**src/core/pllcfg_pkg.sv**
```systemverilog
package pllcfg_pkg;
    localparam int unsigned ADDR_W = 12;
    // Offsets printed for the revision registers
    localparam logic [11:0] OFF_CM_REV = 12'h3BC;
    localparam logic [11:0] OFF_GP_REV = 12'h3C0;
    localparam logic [11:0] OFF_LS_REV = 12'h3C4;
    // Control and status register offsets
    localparam logic [11:0] OFF_LOOP_CTRL = 12'h300;
    localparam logic [11:0] OFF_FINE_CTRL = 12'h304;
    localparam logic [11:0] OFF_FRAC_CTRL = 12'h308;
    localparam logic [11:0] OFF_FRAC_MUL = 12'h30C;
    localparam logic [11:0] OFF_FRAC_DIV = 12'h310;
    localparam logic [11:0] OFF_LOOP_STAT = 12'h314;
    // Field layouts and write masks of the control registers
    localparam int unsigned LC_EN_BIT = 0;
    localparam int unsigned LC_REF_LSB = 1;
    localparam int unsigned LC_OPT_LSB = 3;
    localparam int unsigned LC_DIV_LSB = 8;
    localparam int unsigned LC_MUL_LSB = 16;
    localparam int unsigned LC_CNT_LSB = 24;
    localparam logic [31:0] LC_WMASK = 32'h3F0F0F3F;
    localparam int unsigned FINE_CNT_LSB = 8;
    localparam int unsigned SEL_LSB = 1;
    localparam logic [31:0] FINE_WMASK = 32'hFFFFFF0F;
    localparam logic [31:0] FRAC_WMASK = 32'h0000000F;
    localparam logic [31:0] FACT_WMASK = 32'h0000FFFF;
    localparam logic [31:0] RESET_VAL = 32'h00000000;
    // Revision words: arbitrary values, no meaning
    localparam logic [11:0] CM_VERSION = 12'h101;
    localparam logic [11:0] GP_VERSION = 12'h102;
    localparam logic [11:0] LS_VERSION = 12'h103;
    localparam logic [3:0] REV_VARIANT = 4'h0;
    localparam logic [1:0] RESP_OKAY = 2'h0;
    localparam logic [1:0] RESP_SLVERR = 2'h2;

    typedef struct packed {
        logic [5:0] lock_wait_cycles;
        logic [3:0] mul;
        logic [3:0] div;
        logic [2:0] loop_option_bits;
        logic [1:0] loop_reference_select;
        logic loop_synth_enable;
    } pllcfg_loop_t;

    typedef struct packed {
        logic vco_high_band;
        logic out_halved;
        logic wide_bw_on;
        logic [1:0] ref_sel;
        logic enable;
    } pllcfg_core_t;

    function automatic logic [31:0] pllcfg_rev(input logic [11:0] v);
        pllcfg_rev = {12'h000, REV_VARIANT, 4'h0, v};
    endfunction : pllcfg_rev
endpackage : pllcfg_pkg

```
**src/core/pllcfg_top.sv**
```systemverilog
// Notes on behaviour
// - Option bit 0 picks VCO band: 0 low 80-180 MHz, 1 high 160-240.
// - Option bit 1 set halves VCO output, clear passes it directly.
// - Option bit 2 clear enables wide bandwidth mode; set disables it.
// - Reference select field picks the clock source feeding the loop.
// - Enable bit powers loop; writes to loop control discarded while on.
// - Fine prescaler counts input periods to 24-bit count, then edges.
// - Fine count may be rewritten while running to retune output.
// - Fine control bit 0 enables prescaler; select field sits above.
// - Fraction control bit 0 enables fractional prescaler.
// - Multiply factor is bits 15:0, updatable while running.
// - Divide factor is bits 15:0, updatable while running.
// - Revision registers read-only: version 11:0, variant 19:16.
// - Lock flag sets on the RC rising edge after the programmed count of RC cycles following write.
//
// The implementer's own choice: the AXI4-Lite register port.
module pllcfg_top
    import pllcfg_pkg::*;
(
    input wire logic aclk, // System clock
    input wire logic aresetn, // Synchronous reset, low
    input wire logic [11:0] s_axi_awaddr, // Write address
    input wire logic s_axi_awvalid, // Write address valid
    output logic s_axi_awready, // Write address ready
    input wire logic [31:0] s_axi_wdata, // Write data
    input wire logic [3:0] s_axi_wstrb, // Write strobes
    input wire logic s_axi_wvalid, // Write data valid
    output logic s_axi_wready, // Write data ready
    output logic [1:0] s_axi_bresp, // Write response
    output logic s_axi_bvalid, // Write response valid
    input wire logic s_axi_bready, // Write response ready
    input wire logic [11:0] s_axi_araddr, // Read address
    input wire logic s_axi_arvalid, // Read address valid
    output logic s_axi_arready, // Read address ready
    output logic [31:0] s_axi_rdata, // Read data
    output logic [1:0] s_axi_rresp, // Read response
    output logic s_axi_rvalid, // Read data valid
    input wire logic s_axi_rready, // Read data ready
    input wire logic system_rc_clock, // RC clock, sampled level
    input wire logic fine_clk_in, // Selected fine prescaler input
    input wire logic frac_clk_in, // Selected fraction prescaler input
    output pllcfg_core_t loop_core_cfg, // Settings to analog loop
    output logic [3:0] loop_mul, // Multiply field to analog loop
    output logic [3:0] loop_div, // Divide field to analog loop
    output logic [1:0] fine_sel, // Fine input select
    output logic [1:0] frac_sel, // Fraction input select
    output logic fine_prescaled_clock, // Fine prescaler output
    output logic fraction_prescaled_clock, // Fraction prescaler output
    output logic lock_status_flag // Loop lock flag
);
    pllcfg_loop_t loop_q;
    logic [31:0] fine_q, frac_q, fmul_q, fdiv_q;
    logic [11:0] awaddr_q, araddr_q;
    logic aw_have_q, w_have_q;
    logic [31:0] wdata_q;
    logic [3:0] wstrb_q;
    logic bvalid_q, rvalid_q;
    logic [1:0] bresp_q, rresp_q;
    logic [31:0] rdata_q;
    logic do_write, rc_q, rc_rise;
    logic [5:0] lock_cnt_q;
    logic lock_run_q, lock_q;
    logic [23:0] fine_cnt_q;
    logic fine_out_q;
    logic [16:0] acc_q;
    logic frac_in_q, frac_out_q, fine_in_q;
    logic [31:0] loop_word, wmerge;

    assign loop_word = {2'b00, loop_q.lock_wait_cycles, 4'h0, loop_q.mul,
        4'h0, loop_q.div, 2'b00, loop_q.loop_option_bits,
        loop_q.loop_reference_select, loop_q.loop_synth_enable};

    // Bus: address and data taken in either order, held until the response
    assign s_axi_awready = !aw_have_q && !bvalid_q;
    assign s_axi_wready = !w_have_q && !bvalid_q;
    assign do_write = aw_have_q && w_have_q && !bvalid_q;
    assign s_axi_bvalid = bvalid_q;
    assign s_axi_bresp = bresp_q;
    assign s_axi_arready = !rvalid_q;
    assign s_axi_rvalid = rvalid_q;
    assign s_axi_rdata = rdata_q;
    assign s_axi_rresp = rresp_q;

    always_comb begin
        wmerge = 32'h00000000;
        for (int i = 0; i < 4; i++) begin
            wmerge[i*8 +: 8] = wstrb_q[i] ? wdata_q[i*8 +: 8] : 8'h00;
        end
    end

    function automatic logic [31:0] merge(input logic [31:0] old,
        input logic [31:0] nw, input logic [3:0] st, input logic [31:0] m);
        logic [31:0] r;
        r = old;
        for (int i = 0; i < 4; i++) begin
            if (st[i]) begin
                r[i*8 +: 8] = nw[i*8 +: 8];
            end
        end
        merge = r & m;
    endfunction : merge

    always_ff @(posedge aclk) begin
        if (!aresetn) begin
            aw_have_q <= 1'b0;
            w_have_q <= 1'b0;
            awaddr_q <= 12'h000;
            wdata_q <= 32'h00000000;
            wstrb_q <= 4'h0;
        end else begin
            if (s_axi_awvalid && s_axi_awready) begin
                aw_have_q <= 1'b1;
                awaddr_q <= s_axi_awaddr;
            end else if (do_write) begin
                aw_have_q <= 1'b0;
            end
            if (s_axi_wvalid && s_axi_wready) begin
                w_have_q <= 1'b1;
                wdata_q <= s_axi_wdata;
                wstrb_q <= s_axi_wstrb;
            end else if (do_write) begin
                w_have_q <= 1'b0;
            end
        end
    end

    always_ff @(posedge aclk) begin
        if (!aresetn) begin
            bvalid_q <= 1'b0;
            bresp_q <= RESP_OKAY;
        end else if (do_write) begin
            bvalid_q <= 1'b1;
            case (awaddr_q & 12'hFFC)
                OFF_LOOP_CTRL, OFF_FINE_CTRL, OFF_FRAC_CTRL,
                OFF_FRAC_MUL, OFF_FRAC_DIV: bresp_q <= RESP_OKAY;
                default: bresp_q <= RESP_SLVERR;
            endcase
        end else if (bvalid_q && s_axi_bready) begin
            bvalid_q <= 1'b0;
        end
    end

    // Register writes
    always_ff @(posedge aclk) begin
        if (!aresetn) begin
            loop_q <= '0;
            fine_q <= RESET_VAL;
            frac_q <= RESET_VAL;
            fmul_q <= RESET_VAL;
            fdiv_q <= RESET_VAL;
        end else if (do_write) begin
            case (awaddr_q & 12'hFFC)
                OFF_LOOP_CTRL: begin
                    if (!loop_q.loop_synth_enable) begin
                        loop_q <= pllcfg_loop_t'({wmerge[29:24],
                            wmerge[19:16], wmerge[11:8], wmerge[5:0]});
                    end
                end
                OFF_FINE_CTRL: fine_q <= merge(fine_q, wdata_q, wstrb_q,
                    FINE_WMASK);
                OFF_FRAC_CTRL: frac_q <= merge(frac_q, wdata_q, wstrb_q,
                    FRAC_WMASK);
                OFF_FRAC_MUL: fmul_q <= merge(fmul_q, wdata_q, wstrb_q,
                    FACT_WMASK);
                OFF_FRAC_DIV: fdiv_q <= merge(fdiv_q, wdata_q, wstrb_q,
                    FACT_WMASK);
                default: ;
            endcase
        end
    end

    // Reads
    always_ff @(posedge aclk) begin
        if (!aresetn) begin
            rvalid_q <= 1'b0;
            rdata_q <= 32'h00000000;
            rresp_q <= RESP_OKAY;
        end else if (s_axi_arvalid && s_axi_arready) begin
            rvalid_q <= 1'b1;
            rresp_q <= RESP_OKAY;
            case (s_axi_araddr & 12'hFFC)
                OFF_LOOP_CTRL: rdata_q <= loop_word & LC_WMASK;
                OFF_FINE_CTRL: rdata_q <= fine_q;
                OFF_FRAC_CTRL: rdata_q <= frac_q;
                OFF_FRAC_MUL: rdata_q <= fmul_q;
                OFF_FRAC_DIV: rdata_q <= fdiv_q;
                OFF_LOOP_STAT: rdata_q <= {31'h0, lock_q};
                OFF_CM_REV: rdata_q <= pllcfg_rev(CM_VERSION);
                OFF_GP_REV: rdata_q <= pllcfg_rev(GP_VERSION);
                OFF_LS_REV: rdata_q <= pllcfg_rev(LS_VERSION);
                default: begin
                    rdata_q <= 32'h00000000;
                    rresp_q <= RESP_SLVERR;
                end
            endcase
        end else if (rvalid_q && s_axi_rready) begin
            rvalid_q <= 1'b0;
        end
    end

    // Loop settings to the analog core
    always_comb begin
        loop_core_cfg.vco_high_band = loop_q.loop_option_bits[0];
        loop_core_cfg.out_halved = loop_q.loop_option_bits[1];
        loop_core_cfg.wide_bw_on = !loop_q.loop_option_bits[2];
        loop_core_cfg.ref_sel = loop_q.loop_reference_select;
        loop_core_cfg.enable = loop_q.loop_synth_enable;
    end
    assign loop_mul = loop_q.mul;
    assign loop_div = loop_q.div;
    assign fine_sel = fine_q[SEL_LSB +: 2];
    assign frac_sel = frac_q[SEL_LSB +: 2];

    // Lock wait counted in RC clock rising edges
    assign rc_rise = system_rc_clock && !rc_q;
    always_ff @(posedge aclk) begin
        if (!aresetn) begin
            rc_q <= 1'b0;
            lock_run_q <= 1'b0;
            lock_cnt_q <= 6'h00;
            lock_q <= 1'b0;
        end else begin
            rc_q <= system_rc_clock;
            if (do_write && (awaddr_q & 12'hFFC) == OFF_LOOP_CTRL
                && !loop_q.loop_synth_enable) begin
                lock_run_q <= 1'b1;
                lock_cnt_q <= 6'h00;
                lock_q <= 1'b0;
            end else if (lock_run_q && rc_rise) begin
                if (lock_cnt_q >= loop_q.lock_wait_cycles) begin
                    lock_q <= loop_q.loop_synth_enable;
                    lock_run_q <= 1'b0;
                end else begin
                    lock_cnt_q <= lock_cnt_q + 6'h01;
                end
            end
        end
    end
    assign lock_status_flag = lock_q;

    // Fine prescaler: toggle after counting input rising edges
    always_ff @(posedge aclk) begin
        if (!aresetn) begin
            fine_in_q <= 1'b0;
            fine_cnt_q <= 24'h000000;
            fine_out_q <= 1'b0;
        end else begin
            fine_in_q <= fine_clk_in;
            if (!fine_q[0]) begin
                fine_cnt_q <= 24'h000000;
                fine_out_q <= 1'b0;
            end else if (fine_clk_in && !fine_in_q) begin
                if (fine_cnt_q >= fine_q[31:8]) begin
                    fine_cnt_q <= 24'h000000;
                    fine_out_q <= !fine_out_q;
                end else begin
                    fine_cnt_q <= fine_cnt_q + 24'h000001;
                end
            end
        end
    end
    assign fine_prescaled_clock = fine_out_q;

    // Fraction prescaler: accumulator toggles output on each overflow
    always_ff @(posedge aclk) begin
        if (!aresetn) begin
            frac_in_q <= 1'b0;
            acc_q <= 17'h00000;
            frac_out_q <= 1'b0;
        end else begin
            frac_in_q <= frac_clk_in;
            if (!frac_q[0]) begin
                acc_q <= 17'h00000;
                frac_out_q <= 1'b0;
            end else if (frac_clk_in && !frac_in_q) begin
                if (acc_q + {1'b0, fmul_q[15:0]} >= {1'b0, fdiv_q[15:0]})
                begin
                    acc_q <= acc_q + {1'b0, fmul_q[15:0]}
                        - {1'b0, fdiv_q[15:0]};
                    frac_out_q <= !frac_out_q;
                end else begin
                    acc_q <= acc_q + {1'b0, fmul_q[15:0]};
                end
            end
        end
    end
    assign fraction_prescaled_clock = frac_out_q;
endmodule : pllcfg_top

```
**config.mk**
```make
export PLATFORM = sky130hd
export DESIGN_NAME = pllcfg_top
export DESIGN_NICKNAME = d
export VERILOG_FILES = /design/src/core/pllcfg_pkg.sv /design/src/core/pllcfg_top.sv
export SDC_FILE = /design/constraint.sdc
export NUM_CORES = 1
export LEC_CHECK = 0
export BUFFER_PORTS_ARGS = -buffer_cell sky130_fd_sc_hd__buf_2
export CORE_MARGIN = 1
export CORE_UTILIZATION = 25
export CTS_CLUSTER_DIAMETER = 80
export DETAILED_ROUTE_END_ITERATION = 10
export SLEW_MARGIN = 20
export SYNTH_ARGS = -nofsm -noshare
export SYNTH_HDL_FRONTEND = slang
export SYNTH_SLANG_ARGS = --single-unit
export TNS_END_PERCENT = 30
```
**constraint.sdc**
```tcl
create_clock -name aclk -period 8.13 [get_ports aclk]
set_clock_uncertainty 0.1 [all_clocks]
set_input_delay 1.2195 -clock aclk [delete_from_list [all_inputs] [get_ports aclk]]
set_output_delay 1.2195 -clock aclk [all_outputs]
set_load 0.005 [all_outputs]
```
==> results of run 1 <==
==> cell type report <==
| cell class | instances | area (µm²) |
|---|---|---|
| tap | 592 | 741 |
| timing repair buffer | 135 | 701 |
| inverter | 66 | 250 |
| sequential | 222 | 4440 |
| clock buffer | 32 | 702 |
| multi-input combinational | 1003 | 6270 |
| clock inverter | 11 | 178 |
| fill | 4744 | 31200 |
==> path summary, 6_finish.rpt <==
kind / slack (ns) / end / from / cells past startpoint
hold / removal: 0.35 / s_axi_rdata[19]$_SDFFE_PN0P_ / s_axi_rdata[19]$_SDFFE_PN0P_ / 2
setup reg to reg: 3.43 / acc_q[0]$_SDFFE_PN0P_ / fmul_q[0]$_SDFFE_PN0P_ / 18
setup / recovery: 3.43 / acc_q[0]$_SDFFE_PN0P_ / fmul_q[0]$_SDFFE_PN0P_ / 18
hold reg to reg: 0.35 / s_axi_rdata[19]$_SDFFE_PN0P_ / s_axi_rdata[19]$_SDFFE_PN0P_ / 2
==> cell families after synthesis <==
family,Yosys count,synth area share (%)
mux,61,5.44
compound gates,339,18.9
buf+inv,145,5.85
xor+xnor,46,3.54
other cells,1,0.0330
flops,222,39.1
fa+ha+maj,66,7.39
simple gates,489,19.8
==> synth_stat cells, drive strengths merged (3+ instances only) <==
master / n / area [µm²]
mux2i: 60 / 604
inv: 65 / 244
ha: 64 / 801
xnor2: 28 / 245
o21ai: 54 / 270
a31o: 3 / 26.3
a22o: 13 / 114
nor3: 19 / 111
o22ai: 4 / 25.0
a211oi: 17 / 170
nand2: 192 / 731
o2111ai: 3 / 32.5
a21o: 18 / 135
and4: 6 / 52.6
nand3b: 4 / 30.0
buf: 33 / 240
a22oi: 23 / 173
o211ai: 3 / 22.5
nand2b: 9 / 56.3
nor2: 139 / 522
o21a: 6 / 45.0
a21oi: 159 / 807
o311ai: 3 / 43.8
a32oi: 4 / 35.0
and2: 11 / 71.3
a2111oi: 4 / 35.0
xor2: 18 / 158
nand4: 9 / 56.3
a31oi: 4 / 25.0
or2: 4 / 25.0
nor3b: 3 / 27.5
o21bai: 4 / 30.0
dfxtp: 222 / 4440
or3: 3 / 18.8
and3: 20 / 134
nand3: 57 / 295
clkbuf: 45 / 169
nor2b: 6 / 37.5
==> layer usage <==
| layer | vias up | routed length, µm |
|---|---|---|
| met4 | 0 | 597 |
| li1 | 4931 | - |
| met2 | 244 | 15600 |
| met1 | 4687 | 15100 |
| met5 | - | 0 |
| met3 | 43 | 1500 |
==> sequential cells by signal, indices dropped and copies added, names as in the netlist, 5 cells and up <==
signal,flops
s_axi_rdata,32
fmul_q,16
loop_core_cfg,5
fdiv_q,16
acc_q,17
loop_q,7
fine_q,28
awaddr_q,10
lock_cnt_q,6
wdata_q,32
fine_cnt_q,24
==> power by group through the flow <==
stage	Clock, µW	Combinational (µW)	Sequential, µW
after floorplan	0	66.9	1140
after global placement	0	108	1150
after detailed placement	0	110	1150
after CTS	1250	110	1130
after global routing	1290	120	1130
final	1220	107	1130
==> worst min-delay path: stages, from the launching register on <==
cell     delay [ns]
dfxtp_1        0.30
nand2_1        0.05
a21oi_1        0.05
==> per-stage QoR <==
| step | power [µW] | setup WS [ns] | std cells |
|---|---|---|---|
| 2_1_floorplan | 1210 | 4.15 | 1370 |
| 3_3_place_gp | 1260 | 3.57 | 2018 |
| 3_5_place_dp | 1260 | 3.52 | 2018 |
| 4_1_cts | 2480 | 3.49 | 2061 |
| 5_1_grt | 2540 | 3.12 | 2061 |
| 6_report | 2450 | 3.43 | 2061 |
==> results.sh, run 1 <==
export IMPL_final_common_cell="dfxtp_1"
export IMPL_whs_ns=0.350
export IMPL_post_cts_buffers=0
export IMPL_syn_avg_cell_area_um2=8.31
export IMPL_antennaDiodeCount=0
export IMPL_cts_root_buf="clkbuf_16"
export IMPL_nNetsFinal=1589
export IMPL_clock_latency_ns=0.55
export IMPL_arrival_ns=5.08
export IMPL_combPwrFrac_pct=4.4
export IMPL_die_w_um=215
export IMPL_async_flop_share_pct=0
export IMPL_dpl_hpwl_mm=24.6
export IMPL_power_density_mw_per_mm2=184
export IMPL_slew_headroom_pct=28.6
export IMPL_tns_ns=0
export IMPL_track_usage_pct=13.9
export IMPL_ys_warn_count=0
export IMPL_cts_buffers=25
export IMPL_p_int_uw=1880
export IMPL_clkTransAtPathRegs_ns=0.06
export IMPL_drive_above_1_share_pct=14.7
export IMPL_cp_start_kind="flop"
export IMPL_setup_viol=0
export IMPL_grt_pass1_wl_mm=51.8
export IMPL_ys_types=82
export IMPL_ctsHtreeMaxLevel=1
export IMPL_cts_sinks=222
export IMPL_via_per_inst=4.81
export IMPL_wirelength_mm=32.8
export IMPL_final_util_pct=29.9
export IMPL_seqPwrFrac_pct=46.0
export IMPL_cp_top_family="compound AO/OA/AOI/OAI gates"
export IMPL_synthCells=1369
export IMPL_grt_ovfl_total=0
export IMPL_fmax_mhz=213
export IMPL_max_stage_delay_ns=0.44
export IMPL_ios=132
export IMPL_postPlaceCellArea_mm2=0.0124
export IMPL_min_path_type="reg2reg"
export IMPL_p_switching_uw=570
export IMPL_route_detailed_drc=0
export IMPL_timing_final_crit_period_ns=4.70
export IMPL_met2_usage_pct=23.6
export IMPL_rows=77
export IMPL_postRouteAntennaNets=0
export IMPL_grt_antenna_before_repair=0
export IMPL_met3_usage_pct=1.81
export IMPL_first_pass_iters=5
export IMPL_vias=9905
export IMPL_power_leakage_uw=0.00529
export IMPL_synthesis_area_mm2=0.0114
export IMPL_mostFrequentLayoutCells="dfxtp_1, nand2_1, a21oi_1"
export IMPL_seq_area_frac_synth_pct=39.1
export IMPL_synth_seq_cells=222
export IMPL_vdd_ir_drop_worst_mv=0.147
export IMPL_busiest_layer="met2"
export IMPL_postCtsHoldBufs=0
export IMPL_grt_max_degree=94
export IMPL_end_kind="flop"
export IMPL_status="finished clean"
export IMPL_start_util_pct=25.6
export IMPL_worst_slew_pin_slew_ns=1.07
export IMPL_critPathMaxFanout=20
export IMPL_slew_violations=0
export IMPL_sw_frac_of_total_pct=23.3
export IMPL_clkPwrFrac_pct=49.6
export IMPL_cts_tree="built"
export IMPL_final_cell_area_mm2=0.0133
export IMPL_die_area_mm2=0.0464
export IMPL_syn_to_final_growth_pct=16.8
export IMPL_drv_cap=0
export IMPL_clk_path_buf_depth=3
export IMPL_wl_per_cell_um=15.9
export IMPL_drtIter0Drc=483
export IMPL_crit_slowest_cell="fa_1"
export IMPL_io_buffers=125
export IMPL_path_cells="ha_1, fa_1, a211oi_2, o21bai_1, a21oi_1, o21bai_1, a21oi_1, xnor2_1, ha_1, and4_1, nand2_1, a211oi_1, o2111ai_2, and3_2, mux2i_2, buf_4, mux2_4, a21oi_2"
export IMPL_synth_enable_flop_cells=0
export IMPL_hold_viol_final=0
export IMPL_worstPathRequired_ns=8.52
export IMPL_cts_resized=0
export IMPL_critical_path_class="reg2reg"
export IMPL_path_buf_inv=1
export IMPL_met1_usage_pct=18.3
export IMPL_die_y_um=215
export IMPL_fin_crit_sh_pct=57.8
export IMPL_core_area_mm2=0.0445
export IMPL_synthFlopType="dfxtp_1"
export IMPL_place_congestion=0.912
export IMPL_grt_pass1_vias=9459
export IMPL_rsz0062_at_grt="false"
Power figures use the tool's default switching activity.
==> inputs of run 2 (changes only) <==
==> constraint.sdc (replaced) <==
create_clock -name aclk -period 4.6 [get_ports aclk]
set_clock_uncertainty 0.1 [all_clocks]
set_input_delay 0.69 -clock aclk [delete_from_list [all_inputs] [get_ports aclk]]
set_output_delay 0.69 -clock aclk [all_outputs]
set_load 0.005 [all_outputs]
==> run 2 against run 1 <==
Against the previous run:
- cell count increased by 0.49%
- clock power increased by 69%
- sequential share of layout area decreased by 0.17 points
- die area unchanged
- fmax increased by 6.4%
- sequential cell count unchanged
- via count increased by 0.66%
- non-clock buffer count increased by 8
- critical path type unchanged
- critical endpoint unchanged
==> results.sh, run 2 (synthesis gave the netlist of run 1 again) <==
export IMPL_status="finished clean"
export IMPL_reg2reg_setup_slack_ns=0.19
export IMPL_postRouteAntennaNets=0
export IMPL_min_from="s_axi_rready"
export IMPL_grt_antenna_before_repair=1
export IMPL_rows=77
export IMPL_drtIter0Drc=612
export IMPL_clock_latency_ns=0.53
export IMPL_min_to="s_axi_rvalid$_SDFFE_PN0P_"
export IMPL_setup_slack_ns=0.187
export IMPL_rsz0062_at_grt="false"
export IMPL_sw_frac_of_total_pct=22.9
export IMPL_cts_buffers=26
export IMPL_min_path_cells=2
export IMPL_slew_headroom_pct=39.7
export IMPL_tns_ns=0
export IMPL_first_pass_iters=5
export IMPL_grt_max_degree=87
export IMPL_drv_cap=0
export IMPL_arrival_ns=4.77
export IMPL_die_w_um=215
export IMPL_postPlaceCellArea_mm2=0.0125
export IMPL_power_leakage_uw=0.00531
export IMPL_track_usage_pct=14.0
export IMPL_via_per_inst=4.81
export IMPL_postCtsHoldBufs=0
export IMPL_vias=9970
export IMPL_worstPathRequired_ns=4.96
export IMPL_hold_viol_final=0
export IMPL_nNetsFinal=1598
export IMPL_clkTransAtPathRegs_ns=0.06
export IMPL_p_int_uw=3270
export IMPL_pre_cts_ws_ns=0.192
export IMPL_end_kind="flop"
export IMPL_worst_slew_pin_slew_ns=0.905
export IMPL_cts_sinks=222
export IMPL_slew_violations=0
export IMPL_grt_pass1_wl_mm=52.5
export IMPL_drive_above_1_share_pct=15.0
export IMPL_cts_root_buf="clkbuf_16"
export IMPL_seqPwrFrac_pct=47.0
export IMPL_p_switching_uw=972
export IMPL_syn_to_final_growth_pct=17.4
export IMPL_setup_viol=0
export IMPL_r2r_end="acc_q[0]$_SDFFE_PN0P_"
export IMPL_route_detailed_drc=0
export IMPL_antennaDiodeCount=0
export IMPL_grt_pass1_vias=9569
export IMPL_vdd_ir_drop_worst_mv=0.278
export IMPL_power_density_mw_per_mm2=318
export IMPL_cts_tree="built"
export IMPL_combPwrFrac_pct=4.5
export IMPL_ctsHtreeMaxLevel=1
export IMPL_fin_crit_sh_pct=95.9
export IMPL_p_total_uw=4240
export IMPL_rr_worst_depth=17
export IMPL_clkPwrFrac_pct=48.5
export IMPL_wirelength_mm=33.3
export IMPL_min_path_type="in2reg"
export IMPL_r2r_start="fmul_q[0]$_SDFFE_PN0P_"
export IMPL_critical_path_class="reg2reg"
export IMPL_cp_start_kind="flop"
export IMPL_start_util_pct=25.6
export IMPL_ios=132
export IMPL_mostFrequentLayoutCells="dfxtp_1, nand2_1, a21oi_1"
export IMPL_final_cell_area_mm2=0.0134
export IMPL_final_common_cell="dfxtp_1"
export IMPL_io_buffers=125
export IMPL_die_area_mm2=0.0464
export IMPL_critPathMaxFanout=20
export IMPL_place_congestion=0.918
export IMPL_die_y_um=215
export IMPL_dpl_hpwl_mm=25.2
export IMPL_wl_per_cell_um=16.1
export IMPL_timing_final_crit_period_ns=4.41
export IMPL_grt_ovfl_total=0
export IMPL_clk_path_buf_depth=3
export IMPL_core_area_mm2=0.0445
export IMPL_fmax_mhz=227
run 2: worst max-delay path by stage:
| stage | startpoint | cells past startpoint | endpoint | slack, ns |
|---|---|---|---|---|
| global placement | fmul_q[0]$_SDFFE_PN0P_ | 17 | acc_q[0]$_SDFFE_PN0P_ | 0.23 |
| floorplan | fmul_q[0]$_SDFFE_PN0P_ | 17 | acc_q[0]$_SDFFE_PN0P_ | 0.62 |
| detailed placement | fmul_q[0]$_SDFFE_PN0P_ | 18 | acc_q[0]$_SDFFE_PN0P_ | 0.19 |
| CTS | fmul_q[0]$_SDFFE_PN0P_ | 18 | acc_q[0]$_SDFFE_PN0P_ | 0.16 |
| global route | fmul_q[2]$_SDFFE_PN0P_ | 17 | acc_q[0]$_SDFFE_PN0P_ | 0.02 |
| finish | fmul_q[0]$_SDFFE_PN0P_ | 17 | acc_q[0]$_SDFFE_PN0P_ | 0.19 |
run 2: power by group through the flow:
stage	Sequential, µW	Combinational (µW)	Clock [µW]
detailed placement	2040	195	0
global placement	2030	192	0
global route	2000	212	2180
CTS	1990	196	2110
floorplan	2020	118	0
finish	1990	190	2060
run 2: metal layers:
layer	GRT usage, %	vias to the layer above	wire, µm
met1	18.4	4763	15400
li1	-	4949	-
met4	2.48	0	359
met2	24.6	228	16200
met5	0	-	0
met3	1.70	30	1380
run 2: timing repair:
item / 4_1_cts / 5_1_grt
resized for setup: 0 / 3
endpoints found under the setup margin: 0 / 16
buffers inserted: 0 / 1
run 2: layout make-up:
cell class,instances,area [µm²]
clock buffer,40,764
timing repair buffer,143,786
multi-input combinational,1003,6290
sequential,222,4440
fill,4744,31200
tap,592,741
clock inverter,5,82.6
inverter,66,250
run 2: worst max-delay path, cell delays in order (launching register included):
cell and delay [ns]:
dfxtp_1 0.33, ha_1 0.24, fa_1 0.46, a211oi_2 0.25, nor2_1 0.15, a211oi_4 0.37, o31ai_1 0.12, a21oi_1 0.19
xnor2_1 0.11, ha_1 0.35, and4_1 0.24, a41oi_1 0.14, and2_1 0.20, and3_2 0.22, mux2i_2 0.20, buf_12 0.21
mux2_4 0.32, a21oi_2 0.13
run 2: per-stage QoR:
stage          hold WS (ns)  utilization (%)  instances
3_3_place_gp          0.340             28.0       2025
6_report              0.250             30.0       2071
4_1_cts               0.232             30.0       2070
2_1_floorplan         0.331                -       1370
3_5_place_dp          0.344             28.0       2025
5_1_grt               0.246             30.0       2071
